$ cat src/ucfd_map.svh
// Offsets, field positions, reset values and store constants for the config decoder.
// Assumes inclusion by bare name from package or module files.
`ifndef UCFD_MAP_SVH
`define UCFD_MAP_SVH

// ****************************************************************
// Register offsets (byte addresses on APB)
// ****************************************************************
`define UCFD_OFF_GENERAL 12'h000
`define UCFD_OFF_TXTUNE 12'h004
`define UCFD_OFF_CTRL 12'h008
`define UCFD_OFF_STATUS 12'h00C

// ****************************************************************
// Field positions of the general word
// ****************************************************************
`define UCFD_GEN_SWAP 12
`define UCFD_GEN_SWMODE_LVL 11
`define UCFD_GEN_LED_PP 10
`define UCFD_GEN_LED_LVL 9
`define UCFD_GEN_LED_EN 8
`define UCFD_GEN_IRQ_LVL 7
`define UCFD_GEN_XRST_LVL 6
`define UCFD_GEN_SQ_HI 5
`define UCFD_GEN_SQ_LO 4
`define UCFD_GEN_LPM 3
`define UCFD_GEN_BOOST_HI 2
`define UCFD_GEN_BOOST_LO 1
`define UCFD_GEN_SELFPWR 0
`define UCFD_GEN_MASK 32'h00001FFF

// ****************************************************************
// Field positions of the tuning word
// ****************************************************************
`define UCFD_TX_DE35_HI 29
`define UCFD_TX_DE35_LO 24
`define UCFD_TX_DE6_HI 21
`define UCFD_TX_DE6_LO 16
`define UCFD_TX_FULL_HI 14
`define UCFD_TX_FULL_LO 8
`define UCFD_TX_LOW_HI 6
`define UCFD_TX_LOW_LO 0
`define UCFD_TX_MASK 32'h3F3F7F7F

// ****************************************************************
// Reset values and store constants
// ****************************************************************
`define UCFD_GEN_DEFAULT 32'h00000008
`define UCFD_TX_DEFAULT 32'h16206935
`define UCFD_SIGNATURE 8'hA5
`define UCFD_CTRL_RELOAD 0
`define UCFD_LOAD_WORDS 3'h3

`endif

$ cat src/ucfd_pkg.sv
// Types shared by the config decoder files.
// Assumes ucfd_map.svh is reachable by bare name.
package ucfd_pkg;

    // Loader states, Gray coded along the load path
    typedef enum logic [2:0]
    {
        UCFD_IDLE = 3'b000,
        UCFD_SIG = 3'b001,
        UCFD_GEN = 3'b011,
        UCFD_TX = 3'b010,
        UCFD_DONE = 3'b110
    } ucfd_state_e;

    typedef logic [31:0] ucfd_word_t;

endpackage

$ cat src/ucfd_store_if.sv
// Interface carrying store reads between loader and decoder top.
// Assumes one clock domain.
`timescale 1ns/1ps
`default_nettype none
interface ucfd_store_if;
    logic req;
    logic [1:0] addr;
    logic ack;
    logic [31:0] data;

    modport loader
    (
        output req,
        output addr,
        input ack,
        input data
    );
    modport top
    (
        input req,
        input addr,
        output ack,
        output data
    );
endinterface
`default_nettype wire

$ cat src/ucfd_loader.sv
// Load sequencer: reads signature, then both words from the store only if it matches.
// Assumes the store answers each request with a one-cycle ack.
`timescale 1ns/1ps
`default_nettype none
`include "ucfd_map.svh"
module ucfd_loader
    import ucfd_pkg::*;
(
    input wire logic sys_clk,
    input wire logic rst_b,
    input wire logic clkEn,
    input wire logic start,
    ucfd_store_if.loader st,
    output logic loadGen,
    output logic loadTx,
    output logic useDefault,
    output logic busy
);

    ucfd_state_e state_q;
    ucfd_state_e state_d;
    logic valid_q;
    logic valid_d;

    // ****************************************************************
    // Sequencer
    // ****************************************************************
    // Next state and strobes
    always_comb
    begin
        state_d = state_q;
        valid_d = valid_q;
        loadGen = 1'b0;
        loadTx = 1'b0;
        useDefault = 1'b0;
        st.req = 1'b0;
        st.addr = 2'h0;
        case (state_q)
            UCFD_IDLE:
            begin
                if (start)
                begin
                    state_d = UCFD_SIG;
                end
            end
            UCFD_SIG:
            begin
                st.req = 1'b1;
                if (st.ack)
                begin
                    valid_d = (st.data[7:0] == `UCFD_SIGNATURE);
                    state_d = UCFD_GEN;
                end
            end
            UCFD_GEN:
            begin
                st.req = valid_q;
                st.addr = 2'h1;
                if (!valid_q || st.ack)
                begin
                    loadGen = 1'b1;
                    useDefault = !valid_q;
                    state_d = UCFD_TX;
                end
            end
            UCFD_TX:
            begin
                st.req = valid_q;
                st.addr = 2'h2;
                if (!valid_q || st.ack)
                begin
                    loadTx = 1'b1;
                    useDefault = !valid_q;
                    state_d = UCFD_DONE;
                end
            end
            UCFD_DONE:
            begin
                if (start)
                begin
                    state_d = UCFD_SIG;
                end
            end
            default:
            begin
                state_d = UCFD_IDLE;
            end
        endcase
        busy = (state_q != UCFD_IDLE) && (state_q != UCFD_DONE);
    end

    // State registers
    always_ff @(posedge sys_clk or negedge rst_b)
    begin
        if (!rst_b)
        begin
            state_q <= UCFD_IDLE;
            valid_q <= 1'b0;
        end
        else if (clkEn)
        begin
            state_q <= state_d;
            valid_q <= valid_d;
        end
    end

endmodule // ucfd_loader
`default_nettype wire

$ cat src/ucfd_decode.sv
// Config flag decoder: two configuration words, APB access, decoded controls.
// Assumes synchronous inputs on sys_clk and a word-wide store read port.
//
// How it works
// RL1: Swap bit exchanges positive and negative pads.
// RL2: Swap only on USB 2.0 pads.
// RL3: Bit 11 sets switch-mode input level.
// RL4: Bit 10 picks open-drain or push/pull light.
// RL5: Bit 9 sets indicator light active level.
// RL6: Bit 8 enables the indicator light.
// RL7: Bit 7 sets interrupt pin level.
// RL8: Bit 6 sets external reset level.
// RL9: Field 5:4 drives squelch reference control.
// RL10: Bit 3 enables link power management.
// RL11: Field 2:1 drives high-speed boost.
// RL12: Bit 0 selects bus or self power.
// RL13: Programmer keeps flags matching stored descriptors.
// RL14: Field 29:24 used when de-emphasis select high.
// RL15: Field 21:16 used when de-emphasis select low.
// RL16: Field 14:8 amplitude in full swing.
// RL17: Field 6:0 amplitude in low swing.
// RL18: Words load from store after reset.
// RL19: No valid store gives hardware defaults.
// RL20: Reserved bits never reach any output.
// RL21: Outputs change only on captured loads and APB writes.
`timescale 1ns/1ps
`default_nettype none
`include "ucfd_map.svh"
module ucfd_decode
    import ucfd_pkg::*;
(
    input wire logic sys_clk,
    input wire logic rst_b,
    input wire logic clkEn,
    // APB slave
    input wire logic psel,
    input wire logic penable,
    input wire logic pwrite,
    input wire logic [11:0] paddr,
    input wire logic [31:0] pwdata,
    output logic [31:0] prdata,
    output logic pready,
    output logic pslverr,
    // Store read port
    output logic storeReq,
    output logic [1:0] storeAddr,
    input wire logic storeAck,
    input wire logic [31:0] storeData,
    // Mode controls
    input wire logic usb3Active,
    input wire logic txDeemphSel,
    input wire logic txSwingSel,
    // Pads and pins
    input wire logic dpPadIn,
    input wire logic dmPadIn,
    output logic dpLineOut,
    output logic dmLineOut,
    input wire logic switchModeInput,
    output logic switchModeActive,
    input wire logic ledRequest,
    output logic ledOut,
    output logic ledOe_b,
    input wire logic irqRequest,
    output logic irqPin,
    input wire logic externalResetInput,
    output logic externalResetActive,
    // Decoded controls
    output logic [1:0] squelchSel,
    output logic lpmEnable,
    output logic [1:0] hsDriveBoost,
    output logic selfPowered,
    output logic [5:0] txDeemph,
    output logic [6:0] txAmplitude,
    output logic configReady
);

    // ****************************************************************
    // Declarations
    // ****************************************************************
    ucfd_word_t gen_q;
    ucfd_word_t gen_d;
    ucfd_word_t tx_q;
    ucfd_word_t tx_d;
    logic ready_q;
    logic ready_d;
    logic usedDefault_q;
    logic usedDefault_d;
    logic startLoad_q;
    logic startLoad_d;
    logic [31:0] rdata_q;
    logic [31:0] rdata_d;

    // Loader strobes and APB decode terms
    logic loadGen;
    logic loadTx;
    logic useDefault;
    logic busy;
    logic apbWrite;
    logic apbRead;
    logic hitGen;
    logic hitTx;
    logic hitCtrl;
    logic hitStatus;
    logic swap;

    ucfd_store_if st ();

    // Decode one APB address against a register offset
    function automatic logic addrHit(input logic [11:0] a, input logic [11:0] off);
        addrHit = (a == off);
    endfunction

    // ****************************************************************
    // Loader
    // ****************************************************************
    // Sequencer fetching signature, then both words if it matches
    ucfd_loader ucfd_loader_i
    (
        .sys_clk(sys_clk),
        .rst_b(rst_b),
        .clkEn(clkEn),
        .start(startLoad_q),
        .st(st.loader),
        .loadGen(loadGen),
        .loadTx(loadTx),
        .useDefault(useDefault),
        .busy(busy)
    );

    // Store port pass-out
    assign storeReq = st.req;
    assign storeAddr = st.addr;
    assign st.ack = storeAck;
    assign st.data = storeData;

    // ****************************************************************
    // APB decode
    // ****************************************************************
    // Zero-wait slave; unmapped gives error
    // With clkEn low an access still ends but is dropped
    always_comb
    begin
        hitGen = 1'b0;
        hitTx = 1'b0;
        hitCtrl = 1'b0;
        hitStatus = 1'b0;
        if (addrHit(paddr, `UCFD_OFF_GENERAL))
        begin
            hitGen = 1'b1;
        end
        else if (addrHit(paddr, `UCFD_OFF_TXTUNE))
        begin
            hitTx = 1'b1;
        end
        else if (addrHit(paddr, `UCFD_OFF_CTRL))
        begin
            hitCtrl = 1'b1;
        end
        else if (addrHit(paddr, `UCFD_OFF_STATUS))
        begin
            hitStatus = 1'b1;
        end
        apbWrite = psel && penable && pwrite && clkEn;
        apbRead = psel && !penable && !pwrite;
        pready = 1'b1;
        pslverr = psel && penable && !(hitGen || hitTx || hitCtrl || hitStatus);
    end

    // ****************************************************************
    // Register next values
    // ****************************************************************
    // Next values of words, flags and read data
    always_comb
    begin
        gen_d = gen_q;
        tx_d = tx_q;
        ready_d = ready_q;
        usedDefault_d = usedDefault_q;
        startLoad_d = 1'b0;
        rdata_d = rdata_q;
        // Loads from store or defaults; only these and APB writes move outputs
        if (loadGen)
        begin
            gen_d = useDefault ? `UCFD_GEN_DEFAULT : (storeData & `UCFD_GEN_MASK); // RL18 RL19 RL21
            usedDefault_d = useDefault; // RL19
        end
        if (loadTx)
        begin
            tx_d = useDefault ? `UCFD_TX_DEFAULT : (storeData & `UCFD_TX_MASK); // RL18 RL19 RL21
            ready_d = 1'b1; // RL18
        end

        // APB writes follow loads so a write wins
        if (apbWrite && hitGen)
        begin
            gen_d = pwdata & `UCFD_GEN_MASK; // RL20
        end
        if (apbWrite && hitTx)
        begin
            tx_d = pwdata & `UCFD_TX_MASK; // RL20
        end
        // Reload is taken only when the loader is idle or done
        if (apbWrite && hitCtrl && pwdata[`UCFD_CTRL_RELOAD])
        begin
            startLoad_d = 1'b1;
            ready_d = 1'b0;
        end

        // Read data captured in setup cycle
        if (apbRead)
        begin
            if (hitGen)
            begin
                rdata_d = gen_q;
            end
            else if (hitTx)
            begin
                rdata_d = tx_q;
            end
            else if (hitStatus)
            begin
                rdata_d = {29'h0, usedDefault_q, busy, ready_q};
            end
            else
            begin
                rdata_d = 32'h0;
            end
        end
    end

    // Reset holds the no-store defaults
    // Registers; reset kicks off the store load
    always_ff @(posedge sys_clk or negedge rst_b)
    begin
        if (!rst_b)
        begin
            gen_q <= `UCFD_GEN_DEFAULT;
            tx_q <= `UCFD_TX_DEFAULT;
            ready_q <= 1'b0;
            usedDefault_q <= 1'b0;
            startLoad_q <= 1'b1; // RL18
            rdata_q <= 32'h0;
        end
        else if (clkEn)
        begin
            gen_q <= gen_d;
            tx_q <= tx_d;
            ready_q <= ready_d;
            usedDefault_q <= usedDefault_d;
            startLoad_q <= startLoad_d;
            rdata_q <= rdata_d;
        end
    end

    // Read data and ready straight from flops
    assign prdata = rdata_q;
    assign configReady = ready_q;

    // ****************************************************************
    // Pad and pin decode
    // ****************************************************************
    // Swap USB 2.0 pads only
    assign swap = gen_q[`UCFD_GEN_SWAP] && !usb3Active; // RL1 RL2
    assign dpLineOut = swap ? dmPadIn : dpPadIn; // RL1
    assign dmLineOut = swap ? dpPadIn : dmPadIn; // RL1

    // Pin polarities
    assign switchModeActive = switchModeInput ~^ gen_q[`UCFD_GEN_SWMODE_LVL]; // RL3
    assign irqPin = irqRequest ~^ gen_q[`UCFD_GEN_IRQ_LVL]; // RL7
    assign externalResetActive = externalResetInput ~^ gen_q[`UCFD_GEN_XRST_LVL]; // RL8

    // Indicator light driver
    always_comb
    begin
        logic lvl;
        lvl = 1'b0;
        lvl = (ledRequest && gen_q[`UCFD_GEN_LED_EN]) ~^ gen_q[`UCFD_GEN_LED_LVL]; // RL5 RL6
        if (gen_q[`UCFD_GEN_LED_PP])
        begin
            ledOut = lvl; // RL4
            ledOe_b = 1'b0;
        end
        else
        begin
            ledOut = 1'b0; // RL4
            ledOe_b = lvl;
        end
    end

    // Reserved bits are masked on capture
    // Decoded physical-layer controls
    assign squelchSel = gen_q[`UCFD_GEN_SQ_HI:`UCFD_GEN_SQ_LO]; // RL9
    assign lpmEnable = gen_q[`UCFD_GEN_LPM]; // RL10 RL13
    assign hsDriveBoost = gen_q[`UCFD_GEN_BOOST_HI:`UCFD_GEN_BOOST_LO]; // RL11
    assign selfPowered = gen_q[`UCFD_GEN_SELFPWR]; // RL12
    assign txDeemph = txDeemphSel ? tx_q[`UCFD_TX_DE35_HI:`UCFD_TX_DE35_LO]
                                  : tx_q[`UCFD_TX_DE6_HI:`UCFD_TX_DE6_LO]; // RL14 RL15
    assign txAmplitude = txSwingSel ? tx_q[`UCFD_TX_LOW_HI:`UCFD_TX_LOW_LO]
                                    : tx_q[`UCFD_TX_FULL_HI:`UCFD_TX_FULL_LO]; // RL16 RL17

endmodule // ucfd_decode
`default_nettype wire

$ cat config.mk
export PLATFORM = sky130hd
export DESIGN_NAME = ucfd_decode
export DESIGN_NICKNAME = d
export VERILOG_FILES = /design/src/ucfd_pkg.sv /design/src/ucfd_store_if.sv /design/src/ucfd_loader.sv /design/src/ucfd_decode.sv
export VERILOG_INCLUDE_DIRS = /design/src
export SDC_FILE = /design/constraint.sdc
export NUM_CORES = 1
export LEC_CHECK = 0
export BUFFER_PORTS_ARGS = -buffer_cell sky130_fd_sc_hd__buf_2
export CAP_MARGIN = 40
export CORE_ASPECT_RATIO = 0.75
export CORE_MARGIN = 2
export CORE_UTILIZATION = 50
export CTS_CLUSTER_DIAMETER = 80
export DETAILED_ROUTE_END_ITERATION = 7
export PLACE_DENSITY = 0.9
export SLEW_MARGIN = 40
export SYNTH_ARGS = -nofsm -noshare
export SYNTH_HDL_FRONTEND = slang
export SYNTH_SLANG_ARGS = --single-unit
$ cat constraint.sdc
create_clock -name sys_clk -period 2.53 [get_ports sys_clk]
set_input_delay 0.506 -clock sys_clk [delete_from_list [all_inputs] [get_ports sys_clk]]
set_output_delay 0.506 -clock sys_clk [all_outputs]
set_load 0.05 [all_outputs]
### Yosys cells after proc, flatten, opt, wreduce, memory -nomap -nowiden

Cells that the tools add are included.

* equality and inequality tests: 13
* reduce and logical (&&, ||, !) cells: 37
* muxes and demuxes: 40
* bitwise operators: 4

Operator list (number)
* $mux W32: 6
* $mux W30: 1
* $eq A12 B4 Y1 const B: 2
* $mux W1: 22
* $mux W3: 5
* $logic_and A1 B1 Y1: 13
* $mux W13: 1
* $eq A12 B3 Y1 const B: 1
* $logic_not A12 Y1: 1
* $pmux W3 S4: 1
* $reduce_and A2 Y1: 5
* $eq A8 B8 Y1 const B: 1
* $mux W7: 1
* $eq A3 B2 Y1 const B: 2
* $mux W6: 1
* $ne A2 B1 Y1 const B: 3
* $reduce_bool A2 Y1: 3
* $logic_not A1 Y1: 5
* $reduce_and A5 Y1: 1
* $logic_or A1 B1 Y1: 4
* $pmux W2 S2: 1
* $reduce_or A2 Y1: 2
* $xnor A1 B1 Y1: 4
* $eq A3 B1 Y1 const B: 1
* other kinds (7): 7

* register bits after elaboration: 103
* output and inout bits: 64
* input bits: 92

### Longest topological paths before layout

Gate-level depths: netlist of run 1.

* depth after elaboration: 8
* mapped depth: 7
* depth with buffers taken out: 4

### By module

Synthesis of run 1 repeated with hierarchy kept, for this count alone.

* cell total of the unflattened synthesis: 411
* area total of the unflattened synthesis: 4010.1 um^2

By module, submodules not included
* ucfd_decode: times used 1, area an instance 3667.3 um^2, cells each 370
* ucfd_loader: times used 1, area an instance 342.8 um^2, cells each 41

### Least setup slack after synthesis of run 1

OpenSTA, ideal clock, no wires.

* path type: in2out
* start: in txSwingSel
* end: out txAmplitude[0]
* stages on the path: 2
* slack: 231 ps
* path buffers: 1
* arrival time: 1793 ps
* cell sequence: clkbuf_1 -> o21ai_0

* word-level cells in the longest chain between the ends: 1

Ends and longest elaborated chain
* start: declaration: RTL line ucfd_decode.sv:52 `input wire logic txSwingSel,`
* $mux W7: RTL line ucfd_decode.sv:298 `` assign txAmplitude = txSwingSel ? tx_q[`UCFD_TX_LOW_HI:`UCFD_TX_LOW_LO] ``
* end: declaration: RTL line ucfd_decode.sv:73 `output logic [6:0] txAmplitude,`

No other way between the ends.

### Worst setup path after layout of run 1

* start: reg ucfd_loader_i.state_q[1]
* end: reg tx_q[12]

* word-level cells in the longest chain between the ends: 6
* elaborated cells on any way between the ends: 10
* those cells by class: 2 x eq/ne; 5 x mux; 3 x reduce/logical

Ends and longest elaborated chain
* start: declaration: RTL line ucfd_loader.sv:20 `ucfd_state_e state_q;`
* start signal: assignment: RTL line ucfd_loader.sv:102 `state_q <= state_d;`
* $eq A3 B2 Y1: RTL line ucfd_loader.sv:38 `case (state_q)`
* $reduce_or A2 Y1 (no source line)
* $mux W1
* $mux W30: RTL line ucfd_decode.sv:189 `` tx_d = useDefault ? `UCFD_TX_DEFAULT : (storeData & `UCFD_TX_MASK); ``
* $mux W32: RTL line ucfd_decode.sv:187 `if (loadTx)`
* $mux W32: RTL line ucfd_decode.sv:198 `if (apbWrite && hitTx)`
* end signal: assignment: RTL line ucfd_decode.sv:238 `` tx_q <= `UCFD_TX_DEFAULT; ``
* end signal: assignment: RTL line ucfd_decode.sv:247 `tx_q <= tx_d;`
* end: declaration: RTL line ucfd_decode.sv:82 `ucfd_word_t tx_q;`

Several ways; a longest one is shown, not always the timed one. The select of a mux whose other input is x is not followed.
A chain may end at the register's enable or synchronous reset.

==> results.yml, run 1 <==
clock_network:
  ctsResizeCount: 0
  cts_setup_buffers: 0
  insertion_delay_ps: 350
  h-tree-depth: 3
  clock-sinks: 73
  clk_path_buf_depth: 2
  path_clk_slew_ps: 80
  cts_buffers: 9
  cts_tree: "yes"
  cts-root-buf: "clkbuf_8"
  cts_hold_buf: 0
finish:
  layout.cells.non_filler: 616
  area_growth_pct: 23.8
  antenna_cells: 0
  num-nets-final: 598
  drive_gt1_frac: 0.519
  fillCellCount: 628
  final_util: 0.643
  regArea_sq_mm: 0.00184
  multiInputGateArea_sq_mm: 0.00206
  final_area_sq_mm: 0.00512
sta:
  setup-violations-final: 0
  drv_slew: 0
  fin_tns_setup_ps: 0
  finalHoldViolCount: 0
  slew-limit-headroom: 0.546
  skew_ps: 12.9
  finalCriticalPeriod_ps: 2190
  clock.fmax_mhz: 457
  rsz0062_at_grt: "no"
  timing.final.crit_share: 0.865
  worstMarginPinSlew_ps: 681
detailed_routing:
  wire_per_inst_microns: 17.5
  drc: 0
  drt_iter0_markers: 147
  routed_via_density: 5.41
  dr.pass1.iters: 4
  vias: 3333
  routed_wl_mm: 10.8
  final_antenna_net_count: 0
placement:
  io_buffers: 139
  hpwl_mm: 7.61
  placedCellCount: 600
  dpl-instance-area_sq_mm: 0.00490
  gp_congestion: 0.841
die:
  die_w_microns: 109
  start_util: 0.520
  fp.dieH_microns: 82.7
  num_rows: 28
  core-area_sq_mm: 0.00795
  dieArea_sq_mm: 0.00902
  io_pins: 156
global_route:
  grt_pass1_wl_mm: 16.9
  grt_max_degree: 74
  antenna_found_initial: 0
  grt_overflow: 0
  track_usage: 0.248
  grt_pass1_vias: 3339
yosys:
  async_reset_ff_frac: 1.00
  syn_avg_cell_area_sq_um: 11.1
  yosys.area.top_type: "dfrtp_1"
  synth_warnings: 0
  synth_edf_count: 0
  seq_area_frac_synth: 0.446
  netlist.area_leader.share: 0.357
  syn_inst: 374
  synth_area_leaders: "dfrtp_1, mux2_2, dfstp_2"
  synthFlopType: "dfrtp_1"
  synth_cell_types: 39
  yosys_register_bits: 73
  syn_area_sq_mm: 0.00413
pwr:
  p_leak_nw: 2.59
  power_density_mw_per_mm2: 851
  vdd_ir_drop_max_v: 0.000630
critical_path:
  end_kind: "flip-flop"
  path_max_fanout: 15
  path_cells: "nand2b_1 > nor4b_2 > buf_4 > mux2_2 > mux2_2"
  critPathKind: "reg -> reg"
  slowest_delay_ps: 550
  start_kind: "flip-flop"
  crit_slowest_cell: "dfrtp_1"
  crit_arrival_ps: 2410
  worstPathRequired_ps: 2760
  path_common_cell: "mux2_2"
job:
  max-cap-violations: 0
worst_hold_path:
  min_path_type: "in -> async"
status:
  status: "complete, no violations"
Yosys cell counts (4+ instances only):
master,number
nor2b_1,24
nor2_1,25
xnor2_1,4
mux2_4,10
a22o_1,15
clkbuf_1,10
nand2_1,22
buf_2,10
o21ai_0,22
mux2_2,66
dfrtp_1,59
dfstp_2,14
mux2i_1,27
buf_4,12
inv_1,17
final timing paths:
path	startpoint	end	slack (ps)	cells past startpoint
hold / removal	rst_b	prdata[13]	150	1
min in group sys_clk	pwdata[19]	tx_q[19]	380	2
hold reg to reg	prdata[6]	prdata[6]	480	2
setup / recovery	ucfd_loader_i.state_q[1]	tx_q[12]	340	5
max in group asynchronous	rst_b	prdata[24]	1880	1
setup reg to reg	ucfd_loader_i.state_q[1]	tx_q[12]	340	5
logic make-up (layout without fill, tap and decap cells):
family	count (synthesis)	in the layout	synth area share
multiplexers	103	103	0.282
AND/OR/NAND/NOR	92	92	0.122
flip-flops	73	73	0.446
buffers and inverters	52	185	0.0630
AO/OA/AOI/OAI	47	47	0.0748
XOR/XNOR	5	5	0.0106
other	2	6	0.00182
power by group:
group,internal [mW],switching [mW],total (mW)
combinational,0.653,0.976,1.63
clock,0.581,0.446,1.03
sequential,1.49,0.212,1.70
total,2.72,1.63,4.36
registers in the layout, summed over array words and instances (netlist names):
register               count
tx_q                      26
ucfd_loader_i.valid_q      1
configReady                1
gen_q                     13
usedDefault_q              1
ucfd_loader_i.state_q      3
prdata                    27
startLoad_q                1
stage by stage:
stage / hold slack (ps) / power (mW) / setup slack [ps]
6_report: 147 / 4.36 / 343
3_3_place_gp: 459 / 3.27 / 309
5_1_grt: 187 / 4.59 / 237
4_1_cts: 186 / 4.38 / 356
2_1_floorplan: 210 / 2.94 / 231
3_5_place_dp: 465 / 3.35 / 288
layout by cell type (no fill, tap or decap), drive strengths merged, types with 2 or more instances in the layout:
cell type,n
a22o,15
a31oi,3
and3,2
buf,152
bufinv,2
clkbuf,11
clkinv,3
conb,6
dfrtp,59
dfstp,14
inv,17
mux2,76
mux2i,27
nand2,22
nand2b,3
nand4,3
nor2,25
nor2b,24
nor3b,2
nor4,2
nor4bb,2
o21ai,22
o31ai,3
or4,2
xnor2,4
worst max-delay path, delay by kind of cell, from the launching register on:
| family | cells | cell delay, ps |
|---|---|---|
| buffers and inverters | 1 | 330 |
| flip-flops | 1 | 550 |
| multiplexers | 2 | 640 |
| AND/OR/NAND/NOR | 2 | 540 |
final cells by class:
cell class                 instances  area share
multi-input combinational        253       0.402
clock inverter                     5      0.0154
sequential                        73       0.360
tap                              105      0.0257
inverter                          17      0.0125
clock buffer                      11      0.0276
timing repair buffer             152       0.156
metal layers:
layer	share of wire	up-vias	GRT usage
met2	0.48	131	0.413
met4	0.015	0	0.0641
met3	0.075	14	0.0832
li1	-	1554	-
met1	0.43	1634	0.312
met5	0	-	0
(Power assumes the default switching activity.)
==> inputs of run 2 (changes only) <==
--- a/config.mk
+++ b/config.mk
@@ -8,12 +8,11 @@
 export LEC_CHECK = 0
 export BUFFER_PORTS_ARGS = -buffer_cell sky130_fd_sc_hd__buf_2
 export CAP_MARGIN = 40
-export CORE_ASPECT_RATIO = 0.75
 export CORE_MARGIN = 2
 export CORE_UTILIZATION = 50
 export CTS_CLUSTER_DIAMETER = 80
 export DETAILED_ROUTE_END_ITERATION = 7
-export PLACE_DENSITY = 0.9
+export PLACE_DENSITY = 0.81
 export SLEW_MARGIN = 40
 export SYNTH_ARGS = -nofsm -noshare
 export SYNTH_HDL_FRONTEND = slang
==> results.yml, run 2 (same netlist as run 1, synthesis figures left out) <==
finish:
  fillCellCount: 678
  regArea_sq_mm: 0.00184
  area_growth_pct: 23.3
  num-nets-final: 596
  layout_commonest_cell: "buf_2"
  layout.cells.non_filler: 614
  antenna_cells: 0
  multiInputGateArea_sq_mm: 0.00206
  layout_common_cells: "buf_2, mux2_2, dfrtp_1"
  largest_reg_flops: 27
  drive_gt1_frac: 0.517
placement:
  placedCellCount: 598
  hpwl_mm: 7.28
  gp_congestion: 0.858
  io_buffers: 139
sta:
  finalHoldViolCount: 0
  timing.final.crit_share: 0.851
  setup-violations-final: 0
  slew-limit-headroom: 0.552
  fin_tns_setup_ps: 0
  drv_slew: 0
  timing.hold.ws_ps: 166
  rsz0062_at_grt: "no"
  skew_ps: 12.0
  worstMarginPinSlew_ps: 673
  finalCriticalPeriod_ps: 2150
  clock.fmax_mhz: 464
detailed_routing:
  final_antenna_net_count: 0
  wire_per_inst_microns: 16.5
  dr.pass1.iters: 4
  routed_via_density: 5.24
  drt_iter0_markers: 135
  vias: 3220
  drc: 0
  routed_wl_mm: 10.1
critical_path:
  worstPathRequired_ps: 2020
  start_kind: "primary input"
  path_max_fanout: 6
  end_kind: "primary output"
  critPathKind: "in -> out"
  crit_arrival_ps: 1650
die:
  io_pins: 156
  num_rows: 33
  start_util: 0.511
  fp.dieH_microns: 94.9
  dieArea_sq_mm: 0.00901
  core-area_sq_mm: 0.00809
  die_w_microns: 94.9
clock_network:
  cts-root-buf: "clkbuf_8"
  clk_path_buf_depth: 2
  ctsResizeCount: 0
  cts_tree: "yes"
  path_clk_slew_ps: 70
  cts_buffers: 9
  h-tree-depth: 3
  cts_setup_buffers: 0
  clock-sinks: 73
  cts_hold_buf: 0
  insertion_delay_ps: 350
pwr:
  power_density_mw_per_mm2: 826
  power_mw: 4.21
  p_leak_nw: 2.56
  vdd_ir_drop_max_v: 0.000485
worst_hold_path:
  min_path_type: "in -> async"
global_route:
  grt_max_degree: 74
  antenna_found_initial: 0
  grt_overflow: 0
  track_usage: 0.231
  grt_pass1_vias: 3212
  grt_pass1_wl_mm: 15.8
status:
  status: "complete, no violations"
job:
  max-cap-violations: 0
==> run 2: final timing paths <==
check,slack (ps),depth (start not counted),to,from
worst max-delay path,380,6,pslverr,paddr[1]
worst min-delay path,170,1,tx_q[17],rst_b
worst max register to register,430,5,tx_q[18],ucfd_loader_i.state_q[1]
worst min register to register,490,2,prdata[9],prdata[9]
max in group asynchronous,1890,1,tx_q[12],rst_b
min in group sys_clk,390,2,tx_q[19],pwdata[19]
==> run 2: per-stage QoR <==
step	worst slack (ps)	utilization	cell area (sq um)
floorplan	231	-	4150
global placement	318	0.606	4900
detailed placement	308	0.606	4910
CTS	365	0.630	5090
global route	287	0.630	5090
finish	376	0.630	5090
==> run 2: worst max-delay path, cell delays in order <==
cell	delay [ps]
buf_2	110
nor4_2	340
nand3_2	110
buf_4	170
and3_2	210
buf_2	210
==> run 2: final cells by class <==
cell class | count | share of cell area
clock buffers | 10 | 0.0250
clock inverters | 6 | 0.0118
inverters | 17 | 0.0125
multi-input cells | 253 | 0.404
flip-flops and latches | 73 | 0.362
well taps | 105 | 0.0258
repair buffers | 150 | 0.159
==> run 2: per-layer routing <==
metal	global-route usage	vias up	share of wire
li1	-	1541	-
met3	0.0463	17	0.066
met2	0.405	119	0.50
met4	0.0725	0	0.017
met5	0	-	0
met1	0.287	1543	0.42
==> run 2: where the power goes <==
part           internal [mW]  total (mW)  switching [mW]
Sequential              1.49        1.70           0.206
Combinational          0.653        1.62           0.965
Clock                  0.451       0.893           0.442
==> inputs of run 3 (changes only) <==
--- a/config.mk
+++ b/config.mk
@@ -12,6 +12,8 @@
 export CORE_UTILIZATION = 50
 export CTS_CLUSTER_DIAMETER = 80
 export DETAILED_ROUTE_END_ITERATION = 7
+export GPL_ROUTABILITY_DRIVEN = 0
+export MAX_ROUTING_LAYER = met4
 export PLACE_DENSITY = 0.81
 export SLEW_MARGIN = 40
 export SYNTH_ARGS = -nofsm -noshare
==> results.yml, run 3 (same netlist as run 1, synthesis figures left out) <==
pwr:
  vdd_ir_drop_max_v: 0.000485
  swShare: 0.384
  power_mw: 4.21
  switchingPower_mw: 1.62
  seqPwrFrac: 0.403
  power_density_mw_per_mm2: 826
  clkPwrFrac: 0.212
  intPower_mw: 2.59
  combPwrFrac: 0.385
  p_leak_nw: 2.56
sta:
  fin_tns_setup_ps: 0
  timing.final.crit_share: 0.852
  finalCriticalPeriod_ps: 2150
  slew-limit-headroom: 0.552
  worstMarginPinSlew_ps: 673
  skew_ps: 12.3
  setup-violations-final: 0
  clock.fmax_mhz: 464
  rsz0062_at_grt: "no"
  drv_slew: 0
  finalHoldViolCount: 0
finish:
  area_growth_pct: 23.3
  largest_reg_flops: 27
  layout.cells.non_filler: 614
  num-nets-final: 596
  drive_gt1_frac: 0.517
  antenna_cells: 0
  layout_common_cells: "buf_2, mux2_2, dfrtp_1"
  layout_commonest_cell: "buf_2"
die:
  fp.dieH_microns: 94.9
  num_rows: 33
  dieArea_sq_mm: 0.00901
  io_pins: 156
  start_util: 0.511
  core-area_sq_mm: 0.00809
  die_w_microns: 94.9
clock_network:
  clock-sinks: 73
  h-tree-depth: 3
  path_clk_slew_ps: 80
  clk_path_buf_depth: 2
  cts_hold_buf: 0
  cts_buffers: 9
  cts_setup_buffers: 0
  insertion_delay_ps: 350
  ctsResizeCount: 0
  cts_tree: "yes"
  cts-root-buf: "clkbuf_8"
global_route:
  grt_pass1_wl_mm: 15.8
  antenna_found_initial: 0
  grt_pass1_vias: 3223
  grt_overflow: 0
  track_usage: 0.238
  grt_max_degree: 74
critical_path:
  path_buf_inv: 3
  worstPathRequired_ps: 2020
  path_max_fanout: 6
  critPathKind: "in -> out"
  crit_slowest_cell: "nor4_2"
  cp_top_family: "simple AND/OR/NAND/NOR gates"
  path_cells: "buf_2 > nor4_2 > nand3_2 > buf_4 > and3_2 > buf_2"
  end_kind: "primary output"
  path_common_cell: "buf_2"
  slowest_delay_ps: 340
  start_kind: "primary input"
  crit_arrival_ps: 1650
detailed_routing:
  final_antenna_net_count: 0
  routed_wl_mm: 10.2
  drt_iter0_markers: 130
  dr.pass1.iters: 4
  wire_per_inst_microns: 16.5
  vias: 3203
  routed_via_density: 5.22
  drc: 0
placement:
  io_buffers: 139
  placedCellCount: 598
  hpwl_mm: 7.28
job:
  max-cap-violations: 0
status:
  status: "complete, no violations"
worst_hold_path:
  min_path_type: "in -> async"
==> run 3: metal layers <==
layer / share of wire / global-route usage / vias up
li1: - / - / 1539
met1: 0.43 / 0.293 / 1540
met2: 0.50 / 0.406 / 109
met3: 0.052 / 0.0343 / 15
met4: 0.016 / 0.0725 / 0
met5: 0 / - / -
==> run 3: cell type report <==
type                    count  area [sq um]
inverters                  17          63.8
clock inverters             6          60.1
multi-input cells         253          2060
clock buffers              10           128
fillers                   678          3000
flip-flops and latches     73          1840
well taps                 105           131
repair buffers            150           810
==> run 3: worst paths after layout <==
| path | startpoint | end | slack, ps | cells past startpoint |
|---|---|---|---|---|
| worst min-delay path | rst_b | tx_q[17] | 160 | 1 |
| worst max register to register | ucfd_loader_i.state_q[1] | tx_q[18] | 440 | 5 |
| max in group asynchronous | rst_b | tx_q[12] | 1890 | 1 |
| worst min register to register | prdata[9] | prdata[9] | 490 | 2 |
| worst max-delay path | paddr[1] | pslverr | 380 | 6 |
| min in group sys_clk | pwdata[19] | tx_q[19] | 390 | 2 |
==> run 3: through the flow <==
stage               area [sq um]   util  setup WS, ps  hold WS (ps)
floorplan                   4150      -           231           210
global placement            4900  0.606           318           456
detailed placement          4910  0.606           308           469
CTS                         5090  0.630           365           192
global route                5090  0.630           287           225
finish                      5090  0.630           375           163
==> run 3: power by group through the flow <==
stage	combinational, mW	sequential [mW]	clock [mW]
global placement	1.58	1.70	0
global route	1.75	1.73	0.963
floorplan	1.27	1.68	0
CTS	1.63	1.69	0.913
detailed placement	1.63	1.71	0
finish	1.62	1.70	0.894
==> run 3: worst register-to-register path, delay by kind of cell, from the launching register on <==
kind,cells,cell delay [ps]
buffers and inverters,1,260
DFF,1,520
muxes,2,650
and+or+nand+nor,2,550
